**config.mk**
```make
export PLATFORM = sky130hd
export DESIGN_NAME = spi_frame_sync_control
export DESIGN_NICKNAME = d
export VERILOG_FILES = /design/src/core/spi_frame_pkg.sv /design/src/core/spi_frame_sync_control.sv
export SDC_FILE = /design/constraint.sdc
export NUM_CORES = 1
export LEC_CHECK = 0
export ABC_AREA = 1
export BUFFER_PORTS_ARGS = -buffer_cell sky130_fd_sc_hd__buf_2
export CAP_MARGIN = 30
export CELL_PAD_IN_SITES_DETAIL_PLACEMENT = 1
export CELL_PAD_IN_SITES_GLOBAL_PLACEMENT = 1
export CORE_AREA = 2 2 73 82
export CTS_CLUSTER_DIAMETER = 50
export DETAILED_ROUTE_END_ITERATION = 6
export DIE_AREA = 0 0 75 84
export PLACE_DENSITY_LB_ADDON = 0.1
export SLEW_MARGIN = 20
export SYNTH_ARGS = -nofsm -noshare
export SYNTH_HDL_FRONTEND = slang
export SYNTH_HIERARCHICAL = 1
export SYNTH_SLANG_ARGS = --single-unit
```
**constraint.sdc**
```tcl
create_clock -name core_clk -period 1.3 [get_ports core_clk]
set_input_delay 0.065 -clock core_clk [delete_from_list [all_inputs] [get_ports core_clk]]
set_output_delay 0.065 -clock core_clk [all_outputs]
set_load 0.1 [all_outputs]
```
**src/core/spi_frame_pkg.sv**
```systemverilog
// package of framing constants plus the two-flop input synchroniser
package spi_frame_pkg;
   // register bus geometry
   localparam int ADDR_W = 4;
   localparam int DATA_W = 16;
   // register indices on the plain register port
   localparam logic [3:0] REG_CTRL = 4'h0;
   localparam logic [3:0] REG_STATUS = 4'h1;
   // field positions in the framing control register
   localparam int BIT_ENABLE = 15;
   localparam int BIT_DIR = 14;
   localparam int BIT_POL = 13;
   localparam int BIT_EDGE = 1;
   // reset value and mask of implemented control bits
   localparam logic [15:0] CTRL_RESET = 16'h0000;
   localparam logic [15:0] CTRL_IMPL_MASK = 16'hE002;
   // padding above the status fields
   localparam logic [5:0] STATUS_PAD = 6'h00;
   // frame geometry: bits per frame and index of the last bit
   localparam int FRAME_BITS = 16;
   localparam logic [3:0] CNT_ZERO = 4'h0;
   localparam logic [3:0] CNT_STEP = 4'h1;
   localparam logic [3:0] CNT_LAST = 4'(FRAME_BITS - 1);
   // framing sequencer states, one-hot
   typedef enum logic [3:0] {
      ST_IDLE  = 4'b0001,
      ST_ARMED = 4'b0010,
      ST_SYNC  = 4'b0100,
      ST_RUN   = 4'b1000
   } frame_state_type;
endpackage

////////////////////////////////////////////////////////////////////////////////
// two-flop synchroniser for pins that come from outside core_clk
module sync_2ff #(
   parameter int WIDTH = 2
) (
   // clock and reset
   input wire logic core_clk,
   input wire logic reset_n,
   // asynchronous inputs and their synchronised copies
   input wire logic [WIDTH-1:0] async_in,
   output logic [WIDTH-1:0] sync_out
);
   logic [WIDTH-1:0] meta; // first stage, read only by the second stage

   // plain flop chain; nothing may tap the first stage
   always_ff @(posedge core_clk or negedge reset_n) begin
      if (!reset_n) begin
         meta <= '0;
         sync_out <= '0;
      end else begin
         meta <= async_in;
         sync_out <= meta;
      end
   end
endmodule

```
**src/core/spi_frame_sync_control.sv**
```systemverilog
// framed-mode sync pulse control for a serial peripheral port
//
// Strobed register access and the register addresses were chosen for this implementation.
module spi_frame_sync_control (
   // clock and reset
   input wire logic core_clk,
   input wire logic reset_n,
   // register port
   input wire logic [spi_frame_pkg::ADDR_W-1:0] reg_addr,
   input wire logic [spi_frame_pkg::DATA_W-1:0] reg_wdata,
   input wire logic reg_write,
   input wire logic reg_read,
   output logic [spi_frame_pkg::DATA_W-1:0] reg_rdata,
   // link pins: bit clock and slave select / frame sync
   input wire logic bit_clock_pin,
   input wire logic slave_select_pin_in,
   output logic slave_select_pin_out,
   output logic slave_select_pin_oe,
   // shift engine side
   input wire logic frame_request,
   output logic frame_begin,
   output logic frame_active,
   output logic framed_mode
);
   import spi_frame_pkg::*;

   ////////////////////////////////////////////////////////////////////////////
   // declarations
   logic framed_mode_enable; // control bit 15
   logic sync_pulse_direction; // control bit 14, 1 = slave
   logic sync_pulse_polarity; // control bit 13, 1 = active high
   logic sync_pulse_edge_select; // control bit 1, 1 = coincide
   logic next_enable;
   logic next_direction;
   logic next_polarity;
   logic next_edge;
   logic [DATA_W-1:0] next_rdata;
   logic [DATA_W-1:0] ctrl_word; // read view of the control register
   logic [DATA_W-1:0] status_word; // read view of the sequencer
   logic [1:0] pin_sync; // synchronised bit clock and slave select
   logic sck_sync;
   logic ss_sync;
   logic sck_prev; // last sampled bit clock, for edge finding
   logic next_sck_prev;
   logic sck_rise; // one core cycle per bit clock rising edge
   logic sync_seen; // incoming sync at its active level
   logic begin_event; // a frame's sync pulse starts now
   frame_state_type state;
   frame_state_type next_state;
   logic [3:0] bit_cnt; // bit index inside the running frame
   logic [3:0] next_bit_cnt;
   logic sync_on; // master is holding the sync pulse active
   logic next_sync_on;
   logic next_frame_begin;
   logic next_frame_active;
   logic next_ss_out;
   logic next_ss_oe;

   ////////////////////////////////////////////////////////////////////////////
   // pin synchronisation: both pins are asynchronous to core_clk
   sync_2ff #(
      .WIDTH(2)
   ) u_pin_sync (
      .core_clk(core_clk),
      .reset_n(reset_n),
      .async_in({bit_clock_pin, slave_select_pin_in}),
      .sync_out(pin_sync)
   );

   assign sck_sync = pin_sync[1];
   assign ss_sync = pin_sync[0];
   // bit clock must stay above two core cycles per phase to be seen
   assign sck_rise = sck_sync & ~sck_prev;
   // incoming pulse compared against the programmed active level
   assign sync_seen = (ss_sync == sync_pulse_polarity);
   // master starts from an armed request, slave from a seen pulse
   assign begin_event = sck_rise & (sync_pulse_direction ?
      (state == ST_IDLE) & sync_seen : (state == ST_ARMED));

   ////////////////////////////////////////////////////////////////////////////
   // register file: next values
   always_comb begin
      next_enable = framed_mode_enable;
      next_direction = sync_pulse_direction;
      next_polarity = sync_pulse_polarity;
      next_edge = sync_pulse_edge_select;
      // only the four implemented bits are kept; the rest drop on write
      ctrl_word = CTRL_RESET;
      ctrl_word[BIT_ENABLE] = framed_mode_enable;
      ctrl_word[BIT_DIR] = sync_pulse_direction;
      ctrl_word[BIT_POL] = sync_pulse_polarity;
      ctrl_word[BIT_EDGE] = sync_pulse_edge_select;
      status_word = {STATUS_PAD, frame_active, sync_on, state, bit_cnt};
      if (reg_write && reg_addr == REG_CTRL) begin
         next_enable = reg_wdata[BIT_ENABLE];
         next_direction = reg_wdata[BIT_DIR];
         next_polarity = reg_wdata[BIT_POL];
         next_edge = reg_wdata[BIT_EDGE];
      end
      // read data stands only in the cycle after the strobe
      next_rdata = '0;
      if (reg_read) begin
         unique case (reg_addr)
            REG_CTRL: begin
               next_rdata = ctrl_word;
            end
            REG_STATUS: begin
               next_rdata = status_word;
            end
            default: begin
               next_rdata = '0; // unmapped reads answer zero
            end
         endcase
      end
   end

   // register file: storage, all control bits clear at reset
   always_ff @(posedge core_clk or negedge reset_n) begin
      if (!reset_n) begin
         framed_mode_enable <= CTRL_RESET[BIT_ENABLE];
         sync_pulse_direction <= CTRL_RESET[BIT_DIR];
         sync_pulse_polarity <= CTRL_RESET[BIT_POL];
         sync_pulse_edge_select <= CTRL_RESET[BIT_EDGE];
         reg_rdata <= '0;
      end else begin
         framed_mode_enable <= next_enable;
         sync_pulse_direction <= next_direction;
         sync_pulse_polarity <= next_polarity;
         sync_pulse_edge_select <= next_edge;
         reg_rdata <= next_rdata;
      end
   end

   ////////////////////////////////////////////////////////////////////////////
   // framing sequencer: next values
   always_comb begin
      next_state = state;
      next_bit_cnt = bit_cnt;
      next_sync_on = sync_on;
      next_frame_begin = 1'b0;
      next_sck_prev = sck_sync;
      if (!framed_mode_enable) begin
         // leaving framed mode abandons any frame in flight
         next_state = ST_IDLE;
         next_bit_cnt = CNT_ZERO;
         next_sync_on = 1'b0;
      end else begin
         // a master pulse lasts exactly one bit clock period
         if (sck_rise) begin
            next_sync_on = 1'b0;
         end
         unique case (state)
            ST_IDLE: begin
               // requests count only when this end makes the pulse
               if (!sync_pulse_direction && frame_request) begin
                  next_state = ST_ARMED;
               end
            end
            ST_ARMED: begin
               // turned into a slave while armed: drop the request
               if (sync_pulse_direction) begin
                  next_state = ST_IDLE;
               end
            end
            ST_SYNC: begin
               // early pulse: the first bit clock follows one period later
               if (sck_rise) begin
                  next_state = ST_RUN;
                  next_frame_begin = 1'b1;
                  next_bit_cnt = CNT_ZERO;
               end
            end
            ST_RUN: begin
               if (sck_rise) begin
                  if (bit_cnt == CNT_LAST) begin
                     next_state = ST_IDLE;
                  end else begin
                     next_bit_cnt = bit_cnt + CNT_STEP;
                  end
               end
            end
         endcase
         if (begin_event) begin
            next_sync_on = ~sync_pulse_direction;
            if (sync_pulse_edge_select) begin
               next_state = ST_RUN;
               next_frame_begin = 1'b1;
               next_bit_cnt = CNT_ZERO;
            end else begin
               next_state = ST_SYNC;
            end
         end
      end
      next_frame_active = (next_state == ST_RUN);
      // pin is driven only as a framed master
      next_ss_oe = framed_mode_enable & ~sync_pulse_direction;
      if (next_ss_oe) begin
         next_ss_out = next_sync_on ? sync_pulse_polarity : ~sync_pulse_polarity;
      end else begin
         next_ss_out = 1'b0;
      end
   end

   // framing sequencer: storage
   always_ff @(posedge core_clk or negedge reset_n) begin
      if (!reset_n) begin
         state <= ST_IDLE;
         bit_cnt <= CNT_ZERO;
         sync_on <= 1'b0;
         sck_prev <= 1'b0;
         frame_begin <= 1'b0;
         frame_active <= 1'b0;
         slave_select_pin_out <= 1'b0;
         slave_select_pin_oe <= 1'b0;
         framed_mode <= 1'b0;
      end else begin
         state <= next_state;
         bit_cnt <= next_bit_cnt;
         sync_on <= next_sync_on;
         sck_prev <= next_sck_prev;
         frame_begin <= next_frame_begin;
         frame_active <= next_frame_active;
         slave_select_pin_out <= next_ss_out;
         slave_select_pin_oe <= next_ss_oe;
         framed_mode <= framed_mode_enable;
      end
   end

   ////////////////////////////////////////////////////////////////////////////
   // checks on the behaviour above

   // framed mode off: pin released and sequencer idle next cycle
   property p_disable_releases;
      @(posedge core_clk) disable iff (!reset_n)
      !framed_mode_enable |=> !slave_select_pin_oe && state == ST_IDLE && !frame_active;
   endproperty
   a_disable_releases: assert property (p_disable_releases)
      else $error("framed mode off but pin or frame still active");

   // master drives the pin, slave leaves it alone
   property p_direction_drive;
      @(posedge core_clk) disable iff (!reset_n)
      framed_mode_enable |=> slave_select_pin_oe == !$past(sync_pulse_direction);
   endproperty
   a_direction_drive: assert property (p_direction_drive)
      else $error("pin drive does not follow sync direction");

   // slave never arms from a request
   property p_slave_no_arm;
      @(posedge core_clk) disable iff (!reset_n)
      (sync_pulse_direction && framed_mode_enable && state == ST_IDLE)
         |=> state != ST_ARMED;
   endproperty
   a_slave_no_arm: assert property (p_slave_no_arm)
      else $error("slave armed a frame");

   // idle master holds the pin at the inactive level
   property p_idle_level;
      @(posedge core_clk) disable iff (!reset_n)
      (framed_mode_enable && !sync_pulse_direction && state == ST_IDLE && !sync_on)
         |=> slave_select_pin_out == !$past(sync_pulse_polarity);
   endproperty
   a_idle_level: assert property (p_idle_level)
      else $error("idle sync pin not at inactive level");

   // master pulse shows the active level while it lasts
   property p_pulse_level;
      @(posedge core_clk) disable iff (!reset_n)
      (sync_on && slave_select_pin_oe && $stable(sync_pulse_polarity))
         |-> slave_select_pin_out == sync_pulse_polarity;
   endproperty
   a_pulse_level: assert property (p_pulse_level)
      else $error("sync pulse not at active level");

   // coincident mode: frame begins right with the pulse
   property p_coincide;
      @(posedge core_clk) disable iff (!reset_n)
      (begin_event && framed_mode_enable && sync_pulse_edge_select)
         |=> frame_begin && frame_active ##1 !frame_begin;
   endproperty
   a_coincide: assert property (p_coincide)
      else $error("coincident frame did not begin with pulse");

   // early mode: frame waits for the next bit clock edge
   property p_early;
      @(posedge core_clk) disable iff (!reset_n)
      (begin_event && framed_mode_enable && !sync_pulse_edge_select)
         |=> !frame_begin && state == ST_SYNC;
   endproperty
   a_early: assert property (p_early)
      else $error("early pulse mode began frame too soon");

   // unused bits read zero
   property p_reserved_zero;
      @(posedge core_clk) disable iff (!reset_n)
      (reg_read && reg_addr == REG_CTRL) |=> (reg_rdata & ~CTRL_IMPL_MASK) == '0;
   endproperty
   a_reserved_zero: assert property (p_reserved_zero)
      else $error("unused control bits read nonzero");

   // a written control word reads back masked
   property p_write_readback;
      @(posedge core_clk) disable iff (!reset_n)
      (reg_write && reg_addr == REG_CTRL)
         ##1 (reg_read && reg_addr == REG_CTRL && !reg_write)
         |=> reg_rdata == ($past(reg_wdata, 2) & CTRL_IMPL_MASK);
   endproperty
   a_write_readback: assert property (p_write_readback)
      else $error("control readback mismatch");
endmodule

```
# Word-level counts from Yosys, hierarchy flattened
# Cells that the tools add are included.
[word_totals]
word_cells = 65
input_bits = 27
ff_bits = 39
[op_classes]
addsub = 1
n_eq_ne = 8
bitwise_logic = 7
reduce_logical = 4
n_mux = 29
[op_table]
columns = ["cell", "count"]
rows = [
  ["4-bit two-way mux", 14],
  ["16-bit one-hot mux with 2 select lines", 1],
  ["16-bit two-way mux", 1],
  ["4-bit one-hot mux with 4 select lines", 1],
  ["4-bit equality test, second input constant", 3],
  ["1-bit two-way mux", 11],
  ["4-bit by 1-bit equality test with 1-bit output, second input constant", 2],
  ["4-bit one-hot mux with 2 select lines", 1],
  ["4-bit by 1-bit adder with 4-bit output, second input constant", 1],
  ["1-bit AND", 4],
  ["4-bit by 2-bit equality test with 1-bit output, second input constant", 1],
  ["4-bit by 3-bit equality test with 1-bit output, second input constant", 1],
  ["4-bit logical NOT", 1],
  ["1-bit inverter", 3],
  ["1-bit logical AND", 2],
  ["1-bit equality test", 1],
  ["1-bit logical NOT", 1],
]

# Longest topological paths before layout
# Gate-level depths: netlist (run 1).
[depth]
ltp_word = 8
mapped_depth = 10
ltp_nobuf = 10

# By module
# Netlist (run 1), hierarchy kept.
[modules_own_cells]
columns = ["module", "n_inst", "area_per_inst_um2", "cells_per_inst", "seq_area_each_um2"]
rows = [
  ["spi_frame_sync_control", 1, 1477.7, 173, 802.0],
  ["sync_2ff", 1, 100.1, 4, 100.1],
]

# Worst setup path after synthesis (run 1)
# OpenSTA, ideal clock, no wires.
[synth_path]
kind = "register -> register"
startpoint = "register state[3]"
endpoint = "register slave_select_pin_out"
required_time_ns = 1.180
slack_ns = 0.017
synth_period_minus_slack_ns = 1.283
n_path_buf = 0
stages_incl_launch_ff = 9
arrival_ns = 1.163
path_cell_list = "dfrtp_1 -> nor2_2 -> nand3_4 -> a21oi_4 -> nand2_1 -> o21ai_0 -> inv_1 -> nor2_1 -> nor2_1"
[synth_via]
elab_chain_len = 8
word_cells_on_any_way = 9
classes_between = "eq/ne (2); mux (5); bitwise (2)"
[synth_lines]
columns = ["item", "line_no", "source"]
rows = [
  ["start: declaration", "spi_frame_sync_control.sv:48", "frame_state_type state;"],
  ["start signal: assignment", "spi_frame_sync_control.sv:217", "state <= next_state;"],
  ["4-bit by 1-bit equality test with 1-bit output", "spi_frame_sync_control.sv:78", "(state == ST_IDLE) & sync_seen : (state == ST_ARMED));"],
  ["1-bit AND", "spi_frame_sync_control.sv:78", ""],
  ["1-bit two-way mux *", "spi_frame_sync_control.sv:77", "assign begin_event = sck_rise & (sync_pulse_direction ?"],
  ["1-bit AND *", "spi_frame_sync_control.sv:77", ""],
  ["1-bit two-way mux *", "spi_frame_sync_control.sv:183", "if (begin_event) begin"],
  ["1-bit two-way mux *", "spi_frame_sync_control.sv:142", "if (!framed_mode_enable) begin"],
  ["1-bit two-way mux *", "spi_frame_sync_control.sv:198", "next_ss_out = next_sync_on ? sync_pulse_polarity : ~sync_pulse_polarity;"],
  ["1-bit two-way mux *", "spi_frame_sync_control.sv:197", "if (next_ss_oe) begin"],
  ["net next_ss_out", "spi_frame_sync_control.sv:56", "logic next_ss_out;"],
  ["end signal: assignment", "spi_frame_sync_control.sv:223", "slave_select_pin_out <= next_ss_out;"],
  ["end: declaration", "spi_frame_sync_control.sv:17", "output logic slave_select_pin_out,"],
]
# The timed path passes the listed nets; every way through them passes the cells marked *.
# A chain may end at the register's enable or synchronous reset.

# Worst setup path in the final report (run 1)
[layout_path]
startpoint = "register state[0]"
endpoint = "register frame_active"
[layout_via]
elab_chain_len = 7
word_cells_on_any_way = 16
classes_between = "eq/ne (5); mux (9); bitwise (2)"
[layout_lines]
columns = ["item", "line_no", "source"]
rows = [
  ["4-bit by 1-bit equality test with 1-bit output", "spi_frame_sync_control.sv:78, spi_frame_sync_control.sv:152", ""],
  ["1-bit AND", "spi_frame_sync_control.sv:78", ""],
  ["1-bit two-way mux", "spi_frame_sync_control.sv:77", ""],
  ["1-bit AND", "spi_frame_sync_control.sv:77", ""],
  ["4-bit two-way mux *", "spi_frame_sync_control.sv:183", ""],
  ["4-bit two-way mux *", "spi_frame_sync_control.sv:142", ""],
  ["4-bit equality test *", "spi_frame_sync_control.sv:194", "next_frame_active = (next_state == ST_RUN);"],
  ["net next_frame_active", "spi_frame_sync_control.sv:55", "logic next_frame_active;"],
  ["end signal: assignment", "spi_frame_sync_control.sv:222", "frame_active <= next_frame_active;"],
  ["end: declaration", "spi_frame_sync_control.sv:22", "output logic frame_active,"],
]
# Marked as above.

==> results of run 1 <==
[cell families after synthesis]
| group | after synthesis | synth area share |
|---|---|---|
| fa+ha+maj | 1 | 0.00793 |
| buf+inv | 29 | 0.0761 |
| other cells | 1 | 0.00238 |
| simple gates | 91 | 0.270 |
| compound gates | 18 | 0.0666 |
| xor+xnor | 1 | 0.00555 |
| flops | 36 | 0.572 |
[sequential cells by signal (all words and copies together), names as in the netlist, 2 cells and up]
register             flops
bit_cnt                  4
u_pin_sync/meta          2
reg_rdata               13
state                    4
u_pin_sync/sync_out      2
[routing by layer]
metal,vias to the layer above,global-route usage
met4,0,0.0422
met5,-,0
met1,701,0.173
li1,692,-
met2,35,0.258
met3,5,0.0302
[worst min-delay path by stage]
stage,cells past startpoint,to
CTS,3,sync_pulse_polarity
global placement,1,reg_rdata[2]
global route,3,sync_pulse_edge_select
finish,3,sync_pulse_polarity
detailed placement,1,reg_rdata[2]
floorplan,0,bit_cnt[0]
[report_power, final]
group	switching [mW]	internal, mW
sequential	0.146	1.29
combinational	1.26	0.824
clock	0.385	0.430
total	1.79	2.54
[worst min-delay path, cell delays in order]
cell and delay, ps:
sky130_fd_sc_hd__buf_2 80, sky130_fd_sc_hd__nor2_1 30, sky130_fd_sc_hd__a21oi_1 100
[stage by stage]
| stage | power, mW | cell area [sq um] | instances | TNS [ps] |
|---|---|---|---|---|
| after floorplan | 2.44 | 1590 | 179 | 0 |
| after global placement | 3.04 | 2020 | 308 | -743 |
| after detailed placement | 3.06 | 2020 | 308 | -904 |
| after CTS | 3.97 | 2160 | 319 | -972 |
| after global routing | 4.64 | 2310 | 324 | -1960 |
| final | 4.33 | 2310 | 324 | -1010 |
[repair_timing]
| item | in CTS | in global routing |
|---|---|---|
| setup buffers | 0 | 5 |
| hold buffers | 3 | 0 |
| gates resized for setup | 9 | 36 |
| pin swaps | 0 | 15 |
| gates cloned | 0 | 0 |
| endpoints found under the setup margin | 12 | 12 |
| endpoints found under the hold margin | 18 | 0 |
[area by class of cell]
cell class	count	area, sq um
Fill cell	671	3240
Sequential cell	36	906
Multi-Input combinational cell	114	691
Timing Repair Buffer	63	425
Inverter	26	100
Tap cell	77	96.3
Clock buffer	7	86.3
Clock inverter	1	7.51
[placed cells by master (no fill, tap or decap), types with 2 or more instances in the layout]
master	netlist	layout
sky130_fd_sc_hd__a21oi_1	10	8
sky130_fd_sc_hd__a21oi_2	0	2
sky130_fd_sc_hd__buf_12	0	2
sky130_fd_sc_hd__buf_2	0	32
sky130_fd_sc_hd__buf_4	3	26
sky130_fd_sc_hd__clkbuf_8	0	6
sky130_fd_sc_hd__conb_1	1	3
sky130_fd_sc_hd__dfrtp_1	35	32
sky130_fd_sc_hd__dfrtp_2	0	3
sky130_fd_sc_hd__dlygate4sd3_1	0	3
sky130_fd_sc_hd__inv_1	25	20
sky130_fd_sc_hd__inv_2	1	5
sky130_fd_sc_hd__nand2_1	29	17
sky130_fd_sc_hd__nand2_2	3	12
sky130_fd_sc_hd__nand2_4	0	3
sky130_fd_sc_hd__nand3_1	13	10
sky130_fd_sc_hd__nand3_2	2	3
sky130_fd_sc_hd__nand3_4	1	3
sky130_fd_sc_hd__nand4_1	5	5
sky130_fd_sc_hd__nor2_1	29	24
sky130_fd_sc_hd__nor2_2	3	5
sky130_fd_sc_hd__nor2_4	1	4
sky130_fd_sc_hd__nor3_1	5	5
sky130_fd_sc_hd__o21ai_0	4	2
sky130_fd_sc_hd__o21ai_1	2	2
==> metrics list, run 1 <==
- The first global-routing pass estimated approximately 7 mm of wire.
* Utilization after layout: 0.416
- At the placement stage, the worst setup path has a slack of -124 ps.
- Antenna viol nets, final: 0
- At the end of routability-driven placement, the weighted congestion stood at ~0.8.
- The core region is between 5000 and 6000 sq um.
- Once detailed placement completed, the half-perimeter wirelength came to about 3.2 mm.
- In the final layout, the share of cells above drive strength 1 is 0.457.
- Dividing the detail-routed via count by the number of cells gives approximately 4.4.
- The die covers 6300 sq um.
- In this run, CTS created clock tree buffers numbering 5.
- Number of inserted diodes: 0
- Sum of met2 wire segment lengths after detailed routing: ~2.3 mm
- The tightest hold path in the finished design has a slack of ~27 ps.
- Crit share post-route: 1.12
- Routed signal wires occupy layers up through met4.
- Setup repair after global routing missed its margin: yes
- Worst setup path end: frame_active
- Ys async rst share: 1.00
- Counting every instance in the synthesized netlist gives 177.
* Yosys top cell area share: 0.555
- Area added between synthesis and finish: 46.6%
* Wire length the detailed router placed on met1: roughly 1.7 mm
- H-Tree Level Count: 2
* Drc violations: 0
* Final Hold Vio Count: 0
- Initial antenna violation count: 0
- Via count of the first global-routing pass: 1528
- For this run, the top clock speed supported by timing is 0.687 GHz.
- Start point of the worst hold path: reg_wdata[13]
- The worst setup path is launched from a flop.
- Grouping stages by cell kind, the critical path spends the most delay in flip-flops.
* Vertical extent of the die: roughly 84 um
- Number of buffers added on ports: 32
- The initial utilization of the core area, before any placement, comes to 0.284.
- Vias after detailed routing: about 1.4k
- Cell taking the most area after synthesis: sky130_fd_sc_hd__dfrtp_1
- In the final routed layout, each cell accounts on average for between 10 and 15 um.
- Setup violations remaining at the end of the flow were counted as 12.
- DRT iter0 DRCs: 35
- In this run the cell area of the synthesized design comes to 1580 sq um.
- The flow ran to the end, but the final reports show violations.
* Area contributors post-synth: sky130_fd_sc_hd__dfrtp_1, sky130_fd_sc_hd__nand2_1, sky130_fd_sc_hd__nor2_1
* Launch point of the critical path: state[0]
- The worst register-to-register path has a setup slack of -150 ps.
- The checks that failed: setup timing.
- In this run the count of I/O pins placed on the die edge is 48.
- For this run, the register share of the synthesized area comes to 0.572.
- Worst ir drop on vdd: between 0.6 and 0.7 mV
- Worst Hold Class: input port to flop
- Leakage: between 1 and 1.5 nW
- Overall die width: around 75 um
- Across the run, the number of max-cap violations was 0.
- CTS placed an instance of sky130_fd_sc_hd__clkbuf_8 at the clock tree root.
- The later pin in the worst-skew pair is clocked with a latency of about 280 ps.
- Remaining Overflow, GRT: 0
* Most frequent cell after synthesis: sky130_fd_sc_hd__dfrtp_1
- Counting I/O delays and the setup requirement, the final critical path takes 1450 ps.
* CP max-delay cell: sky130_fd_sc_hd__dfstp_2
- Entering global routing, the biggest net connects 20 pins.
- In this run the worst path has a maximum fanout of 6.
- At the end of the flow, the number of nets in the layout was roughly 270.
* Mean instance size in the synthesized netlist: between 8 and 9 sq um
- Worst Path Buf+Inv: 2
- Summed over all nets, wire length on met3 after detailed routing comes to roughly 140 um.
- Worst reg2reg path endpoint: frame_active
- The signal on the critical path passes through inv_4, nand3_4, buf_4, nor2_2, nor2_1, nand3_1, nand3_1, nor2_1.
- In this run the core area contains 29 standard-cell rows.
* #FFs+latches synth: 36
- Primary FF master, synth: sky130_fd_sc_hd__dfrtp_1
- Critical path type: flop to flop
- Max Clock Skew: ~5.9 ps
- The critical path runs through a total of 8 cells.
- Dividing total power by cell area gives a power density of between 1500 and 2000 nW/um^2.
- Final WS setup: -155 ps
- After clock tree synthesis, the clock-pin slew on the worst setup and hold paths is around 70 ps.
- R2R depth: 8
- The clock net in this run drives a total of 36 sinks.
* Critical Path RT: about 1500 ps
* Netlist cell types: 23
* Total length of routed wires: approximately 4.2 mm
- TritonCTS built the clock tree.
- The worst register-to-register path begins at state[0].
* Final-report max-slew violation count: 0
* Crit path capture type: flop
- Count of flip-flops with a built-in enable after synthesis: 0
- By count the netlist is led by sky130_fd_sc_hd__dfrtp_1, sky130_fd_sc_hd__nand2_1, sky130_fd_sc_hd__nor2_1.
- No sink is reached through more buffers than the 2 on the longest clock path.
- Global-route usage over all layers: 0.146
- The pre-antenna-repair detailed-routing pass consisted of 4 iterations.
* Delay of the slowest cell on the worst path: a little over 600 ps
- Critical Path AT: around 1600 ps
- For this run, the number of Yosys warnings is 6.
Power figures use the tool's default switching activity.
==> run 2: changes to the inputs <==
--- a/config.mk
+++ b/config.mk
@@ -8,13 +8,12 @@
 export ABC_AREA = 1
 export BUFFER_PORTS_ARGS = -buffer_cell sky130_fd_sc_hd__buf_2
 export CAP_MARGIN = 30
-export CELL_PAD_IN_SITES_DETAIL_PLACEMENT = 1
-export CELL_PAD_IN_SITES_GLOBAL_PLACEMENT = 1
 export CORE_AREA = 2 2 73 82
 export CTS_CLUSTER_DIAMETER = 50
 export DETAILED_ROUTE_END_ITERATION = 6
 export DIE_AREA = 0 0 75 84
 export PLACE_DENSITY_LB_ADDON = 0.1
+export RECOVER_POWER = 50
 export SLEW_MARGIN = 20
 export SYNTH_ARGS = -nofsm -noshare
 export SYNTH_HDL_FRONTEND = slang
==> run 2 against run 1 <==
The run still ends with setup timing left. Sequential share of layout area grew 1.0 points. Register-to-register slack is essentially flat. Power shrank 6.1%.
==> metrics list, run 2 (synthesis gave the netlist of run 1 again) <==
- Critical Path AT: 1640 ps (was 1630 ps)
- The total length of routed met3 wires was 137 um (was 143 um).
- Critical Path RT: 1500 ps (was 1480 ps)
- The detail-routed net length per standard cell was 11.7 um (was 13.1 um).
* Clk pwr share: 0.199 (was 0.188)
- Final Hold Vio Count: 0 (unchanged)
- Overall Power: 4.07 mW (was 4.33 mW)
- Violated checks: setup timing (unchanged).
- The iteration count of the initial detailed-routing pass is 4 (unchanged).
- The share of post-route cells with drive strength above 1 was 0.441 (was 0.457).
* Via count of the first global-routing pass: 1329 (was 1528)
* R2R depth: 10 (was 8)
- Critical path type: flop to flop (unchanged)
- The I/O pin total is 48 (unchanged).
- The kind of start point of the critical path is a flop (unchanged).
- The via total after detailed routing was 1345 (was 1433).
* Placeable core area: 5550 sq um (unchanged)
- The capturing element of the worst setup path was frame_active (unchanged).
- The critical register-to-register path startpoint was state[0] (unchanged).
- The worst setup path startpoint was state[0] (unchanged).
* Logic gate share of total power: 0.451 (was 0.481)
- For the pin with the worst max-slew slack, the measured transition is slightly above 900 ps.
- The ratio of routed vias to standard cells was 4.18 (was 4.42).
- Standard cell area after detailed placement: 2000 sq um (was 2020 sq um)
* Area added between synthesis and finish: 42.7% (was 46.6%)
* Run status: finished, violations left (unchanged)
- Clock-pin transition on the worst setup and hold timing paths: 80 ps (was 70 ps)
- Final-report max-slew violation count: 0 (unchanged)
- Overall die width: 75 um (unchanged)
- The number of CTS-inserted buffers came to 5 (unchanged).
- The half-perimeter wire length after placement was 2.65 mm (was 3.23 mm).
- Effective utilization at floorplan: 0.284 (unchanged)
- The antenna violation net count after detailed routing is 0 (unchanged).
- The pin count of the biggest net entering global routing was 23 (was 20).
- The amount of wire on met2 after detailed routing came to 1.80 mm (was 2.35 mm).
* FP Rows: 29 (unchanged)
- Setup repair after global routing missed its margin: yes (unchanged).
* Time the worst path needs with I/O delays and setup: 1450 ps (about the same)
* Switching part of the total: 0.424 (was 0.414)
- The initial antenna violation count is 0 (unchanged).
- Number of inserted diodes: 0 (unchanged)
- The detailed-route DRC error count came to 0 (unchanged).
- The internal power consumption was 2.34 mW (was 2.54 mW).
- The net switching power is 1.73 mW (was 1.79 mW).
- The type of the tightest min-delay check is input port to flop (unchanged).
- Crit path capture type: flop (unchanged)
- Buffer cell driving the clock tree root: sky130_fd_sc_hd__clkbuf_8 (unchanged)
* Power per standard cell area: 1810 nW/um^2 (was 1870 nW/um^2)
- The insertion delay of the later-clocked pin in the worst-skew pair was 300 ps (was 280 ps).
- The first-iteration detailed-routing DRC count was 66 (was 35).
- The largest driver fanout on the critical path came to 5 (was 6).
* Wire length the detailed router placed on met1: 1.73 mm (was 1.70 mm)
- # clock sinks: 36 (unchanged)
* Part of the power in registers: 0.351 (was 0.331)
- The number of setup violations in the final report is 9 (was 12).
- CTS tree: yes (unchanged)
- Number of buffers added on ports: 32 (unchanged)
* Worst slack at placement: -129 ps (was -124 ps)
- Finished layout cell area: 2250 sq um (was 2310 sq um)
* Max Fclk: 0.690 GHz (was 0.687 GHz)
- The global placement routability congestion came to 0.764 (was 0.793).
* Uppermost layer routed: met4 (unchanged)
- The final net count is 272 (was 274).
- Register with the most flip-flops: reg_rdata (unchanged)
* Max Buffers Root-to-Sink: 2 (unchanged)
- The worst clock skew on the final layout is 5.46 ps (was 5.89 ps).
- Leading cell type in the layout, fill and taps excluded: sky130_fd_sc_hd__dfrtp_1
* Wire length of the first global-routing pass: 6.20 mm (was 7.02 mm)
- Crit share post-route: 1.11 (was 1.12)
* Floorplan die area: 6300 sq um (unchanged)
- Remaining Overflow, GRT: 0 (unchanged)
- Utilization after layout: 0.405 (was 0.416)
- The end of the worst register-to-register path was frame_active (unchanged).
- In this run the tightest slew margin relative to its limit is 0.390.
- The flop-to-flop setup slack came to -150 ps (about the same).
- Flip-flop count of the largest register after layout: 13 (unchanged)
- Number of filler cells placed in the layout: 571 (was 671)
- The leakage power summed over all cells is 1.16 nW (was 1.18 nW).
- Registers with the highest flip-flop counts: reg_rdata (13), bit_cnt (4), state (4) (unchanged).
- The H-tree depth is 2 (unchanged).
- The overall die height was 84 um (unchanged).
- The final worst-path setup slack was -149 ps (was -155 ps).
- The overall fraction of global-route tracks in use is 0.130 (was 0.146).
* Most frequent cells in the layout: sky130_fd_sc_hd__dfrtp_1, sky130_fd_sc_hd__buf_2, sky130_fd_sc_hd__nor2_1, sky130_fd_sc_hd__buf_4 (was sky130_fd_sc_hd__dfrtp_1, sky130_fd_sc_hd__buf_2, sky130_fd_sc_hd__buf_4, sky130_fd_sc_hd__nor2_1, sky130_fd_sc_hd__inv_1)
* Total length of routed wires: 3.75 mm (was 4.23 mm)
* Maxcap violations: 0 (unchanged)
- The worst ir drop on vdd came to 0.698 mV (was 0.628 mV).
[run 2: through the flow]
stage / hold slack (ps) / std cells / TNS (ps)
floorplan: -231 / 179 / 0
global placement: 18.6 / 308 / -567
detailed placement: 18.6 / 308 / -745
CTS: 6.14 / 320 / -530
global route: 24.1 / 322 / -1580
finish: 11.1 / 322 / -693
[run 2: worst min-delay path by stage]
| stage | start | to | cells past startpoint |
|---|---|---|---|
| floorplan | reset_n | bit_cnt[0] | 0 |
| global placement | reset_n | reg_rdata[3] | 1 |
| detailed placement | reset_n | reg_rdata[3] | 1 |
| CTS | reg_wdata[14] | sync_pulse_direction | 3 |
| global route | reg_wdata[1] | sync_pulse_edge_select | 3 |
| finish | reg_wdata[13] | sync_pulse_polarity | 3 |
[run 2: cell type report]
class,count,area [sq um],area share
flip-flops and latches,36,905,0.402
clock buffers,5,68.8,0.0306
clock inverters,3,18.8,0.00834
multi-input cells,114,662,0.294
well taps,77,96.3,0.0428
repair buffers,61,400,0.178
inverters,26,100,0.0445
[run 2: power by group through the flow]
stage / registers, mW / logic (mW) / clock network [mW]
final: 1.43 / 1.83 / 0.807
after global routing: 1.45 / 2.02 / 0.868
after CTS: 1.39 / 1.61 / 0.840
after detailed placement: 1.40 / 1.53 / 0
after global placement: 1.40 / 1.55 / 0
after floorplan: 1.64 / 0.799 / 0
[run 2: what timing repair did]
item	4_1_cts	5_1_grt
pin swaps	0	7
hold endpoints to repair	15	0
endpoints found under the setup margin	11	12
resized for setup	8	31
setup buffers	1	2
hold buffers	3	0
[run 2: worst max-delay path: stages (launching register included)]
cell and delay [ps]:
sky130_fd_sc_hd__dfstp_2 610, sky130_fd_sc_hd__inv_4 60, sky130_fd_sc_hd__nand3_4 120, sky130_fd_sc_hd__buf_4 130, sky130_fd_sc_hd__nand3_2 70, sky130_fd_sc_hd__nand2_1 70
sky130_fd_sc_hd__nand2_1 60, sky130_fd_sc_hd__nand2_2 70, sky130_fd_sc_hd__nand2_2 60, sky130_fd_sc_hd__nand3_2 60, sky130_fd_sc_hd__nor2_1 40
[run 2: metal layers]
metal,vias to the layer above,track usage
met3,5,0.0326
met1,621,0.168
li1,688,-
met2,31,0.201
met4,0,0.0617
met5,-,0
==> run 3: changes to the inputs <==
--- a/config.mk
+++ b/config.mk
@@ -12,6 +12,7 @@
 export CTS_CLUSTER_DIAMETER = 50
 export DETAILED_ROUTE_END_ITERATION = 6
 export DIE_AREA = 0 0 75 84
+export MAX_ROUTING_LAYER = met4
 export PLACE_DENSITY_LB_ADDON = 0.1
 export RECOVER_POWER = 50
 export SLEW_MARGIN = 20
==> constraint.sdc (replaced) <==
create_clock -name core_clk -period 1.5 [get_ports core_clk]
set_input_delay 0.075 -clock core_clk [delete_from_list [all_inputs] [get_ports core_clk]]
set_output_delay 0.075 -clock core_clk [all_outputs]
set_load 0.1 [all_outputs]
==> run 3 against run 2 <==
The flow now finishes without violations. Sequential cell count unchanged. Wire length down 7.7%. Core utilization down 2.7 points. Sequential share of layout area up 2.9 points. Cell area down 6.7%. Combinational power down 31%. Setup slack better by 240 ps.
==> metrics list, run 3 (synthesis gave the netlist of run 1 again) <==
- The register with the highest flop count is reg_rdata (unchanged).
* CTS buffer count: 5 (unchanged)
- The initial antenna violation count is 0 (unchanged).
- Run status: complete, no violations (was finished, violations left)
- Vias after detailed routing: 1256 (was 1345)
- # clock sinks: 36 (unchanged)
- The total inserted antenna cells was 0 (unchanged).
- Global-route usage over all layers: 0.129 (was 0.130)
* Final WS setup: 88.7 ps (was -149 ps)
* CTS tree: yes (unchanged)
- The max-cap check violation count was 0 (unchanged).
- Worst ir drop on vdd: 0.543 mV (was 0.698 mV)
- Routability congestion estimate: 0.793 (was 0.764)
- Area added between synthesis and finish: 33.1% (was 42.7%)
* Via count of the first global-routing pass: 1240 (was 1329)
- Max Fclk: 0.709 GHz (was 0.690 GHz)
* Crit path capture type: flop (unchanged)
- The commonest non-fill, non-tap cell in the layout was sky130_fd_sc_hd__dfrtp_1 (unchanged).
- Vias/cell: 4.16 (was 4.18)
- Critical path type: flop to flop (unchanged)
- FP Rows: 29 (unchanged)
- The type of the tightest min-delay check is input port to flop (unchanged).
* Wire length of the first global-routing pass: 5.91 mm (was 6.20 mm)
- Pin count of the biggest net entering global routing: 22 (was 23)
- DRT iter0 DRCs: 51 (was 66)
* Clk_lat worst skew: 290 ps (was 300 ps)
- CP Launch Type: flop (unchanged)
- Worst-margin pin slew: 958 ps (was 914 ps)
* Power per standard cell area: 1650 nW/um^2 (was 1810 nW/um^2)
- Worst slack at placement: 7.81 ps (was -129 ps)
- Finished layout cell area: 2100 sq um (was 2250 sq um)
- Antenna viol nets, final: 0 (unchanged)
- Time the worst path needs with I/O delays and setup: 1410 ps (was 1450 ps)
* Registers with the highest flip-flop counts: reg_rdata (13), bit_cnt (4), state (4) (unchanged)
- The final net count came to 252 (was 272).
- The H-tree depth came to 2 (unchanged).
* HPWL after DPL: 2.52 mm (was 2.65 mm)
* Drc violations: 0 (unchanged)
* Total length of routed wires: 3.46 mm (was 3.75 mm)
- The number of setup violations in the final report was 0 (was 9).
- The overall die height is 84 um (unchanged).
- The count of input and output buffers came to 32 (unchanged).
- The number of fillers in the final layout came to 592 (was 571).
* WL/cell: 11.5 um (was 11.7 um)
- The final global-route overflow total came to 0 (unchanged).
* Leakage: 1.08 nW (was 1.16 nW)
- The clock transition time at the flip-flop clock pins of the worst setup and hold paths was 80 ps (about the same).
- Effective utilization at floorplan: 0.284 (unchanged)
* Crit share post-route: 0.941 (was 1.11)
- Final Hold Vio Count: 0 (unchanged)
- Critical Path RT: 1730 ps (was 1500 ps)
* First drt pass iteration count: 4 (unchanged)
- Floorplan die area: 6300 sq um (unchanged)
* Max-slew headroom at the worst pin: 0.362 (was 0.390)
* Setup repair after global routing missed its margin: yes (unchanged)
* Count of non-filler cells in the finished layout: 302 (was 322)
- The horizontal extent of the die was 75 um (unchanged).
- Max Buffers Root-to-Sink: 2 (unchanged)
- The number of flip-flops in the largest register came to 13 (unchanged).
- Maximum fanout along the worst path: 5 (unchanged)
- Buffer cell driving the clock tree root: sky130_fd_sc_hd__clkbuf_8 (unchanged)
- The accumulated negative setup slack came to 0 ps (was -693 ps).
* Critical Path AT: 1640 ps (about the same)
- Max Clock Skew: 4.02 ps (was 5.46 ps)
* I/O pin cnt: 48 (unchanged)
* Standard cell area after detailed placement: 1870 sq um (was 2000 sq um)
* Overall Power: 3.47 mW (was 4.07 mW)
- Placed Cells incl. Taps: 290 (was 308)
- Final-report max-slew violation count: 0 (unchanged)
* Share of post-route cells with drive strength above 1: 0.347 (was 0.441)
- Placeable core area: 5550 sq um (unchanged)
- Most frequent cells in the layout: sky130_fd_sc_hd__dfrtp_1, sky130_fd_sc_hd__buf_2, sky130_fd_sc_hd__nor2_1, sky130_fd_sc_hd__nand2_1, sky130_fd_sc_hd__inv_1 (was sky130_fd_sc_hd__dfrtp_1, sky130_fd_sc_hd__buf_2, sky130_fd_sc_hd__nor2_1, sky130_fd_sc_hd__buf_4).
[run 3: cell types whose count changed in the layout (fill, tap and decap cells not counted), sizes merged]
cell and delta:
clkbuf +2, buf -20, bufinv +1, clkinv -3
[run 3: repair_timing]
| item | CTS | global route |
|---|---|---|
| pin swaps | 0 | 6 |
| hold buffers | 3 | 0 |
| buffers inserted | 0 | 1 |
| resized for setup | 0 | 27 |
| endpoints found under the setup margin | 1 | 11 |
| endpoints found under the hold margin | 16 | 0 |
[run 3: area by class of cell]
cell class,instances,area [sq um],share of cell area
inverter,26,97.6,0.0465
tap,77,96.3,0.0459
clock inverter,1,30.0,0.0143
timing repair buffer,41,246,0.117
multi-input combinational,114,628,0.299
clock buffer,7,96.3,0.0459
sequential,36,906,0.431
[run 3: path summary, 6_finish.rpt]
kind                            slack [ps]                from                     end  depth (start not counted)
worst max-delay path                    90            state[2]            frame_active                          9
min in group asynchronous              450             reset_n            reg_rdata[7]                          2
max in group asynchronous              410             reset_n                state[1]                          2
worst min-delay path                    30       reg_wdata[13]     sync_pulse_polarity                          3
worst max register to register          90            state[2]            frame_active                          9
worst min register to register         350  u_pin_sync/meta[1]  u_pin_sync/sync_out[1]                          0
[run 3: worst max-delay path: stages (launching register included)]
cell,delay [ps]
sky130_fd_sc_hd__dfrtp_2,450
sky130_fd_sc_hd__nor2_4,150
sky130_fd_sc_hd__inv_1,60
sky130_fd_sc_hd__nor2_2,120
sky130_fd_sc_hd__nand2_1,80
sky130_fd_sc_hd__nand2_2,100
sky130_fd_sc_hd__nand3_4,110
sky130_fd_sc_hd__nand2_2,100
sky130_fd_sc_hd__nand3_2,80
sky130_fd_sc_hd__nor2_2,110
[run 3: stage by stage]
step / hold slack (ps) / util
2_1_floorplan: -221 / -
3_3_place_gp: 33.0 / 0.337
3_5_place_dp: 28.9 / 0.337
4_1_cts: 23.4 / 0.365
5_1_grt: 51.0 / 0.378
6_report: 31.2 / 0.378
[run 3: per-layer routing]
metal	vias up	share of wire	global-route usage	wire length, um
met3	5	0.040	0.0362	140
met1	566	0.46	0.167	1580
li1	652	-	-	-
met2	33	0.49	0.191	1680
met5	-	0	-	0
met4	0	0.016	0.0487	55
[run 3: where the power goes]
group,internal (mW),switching [mW],leakage (nW)
clock network,0.587,0.356,0.0645
logic,0.392,0.878,0.559
registers,1.11,0.143,0.460
total,2.09,1.38,1.08
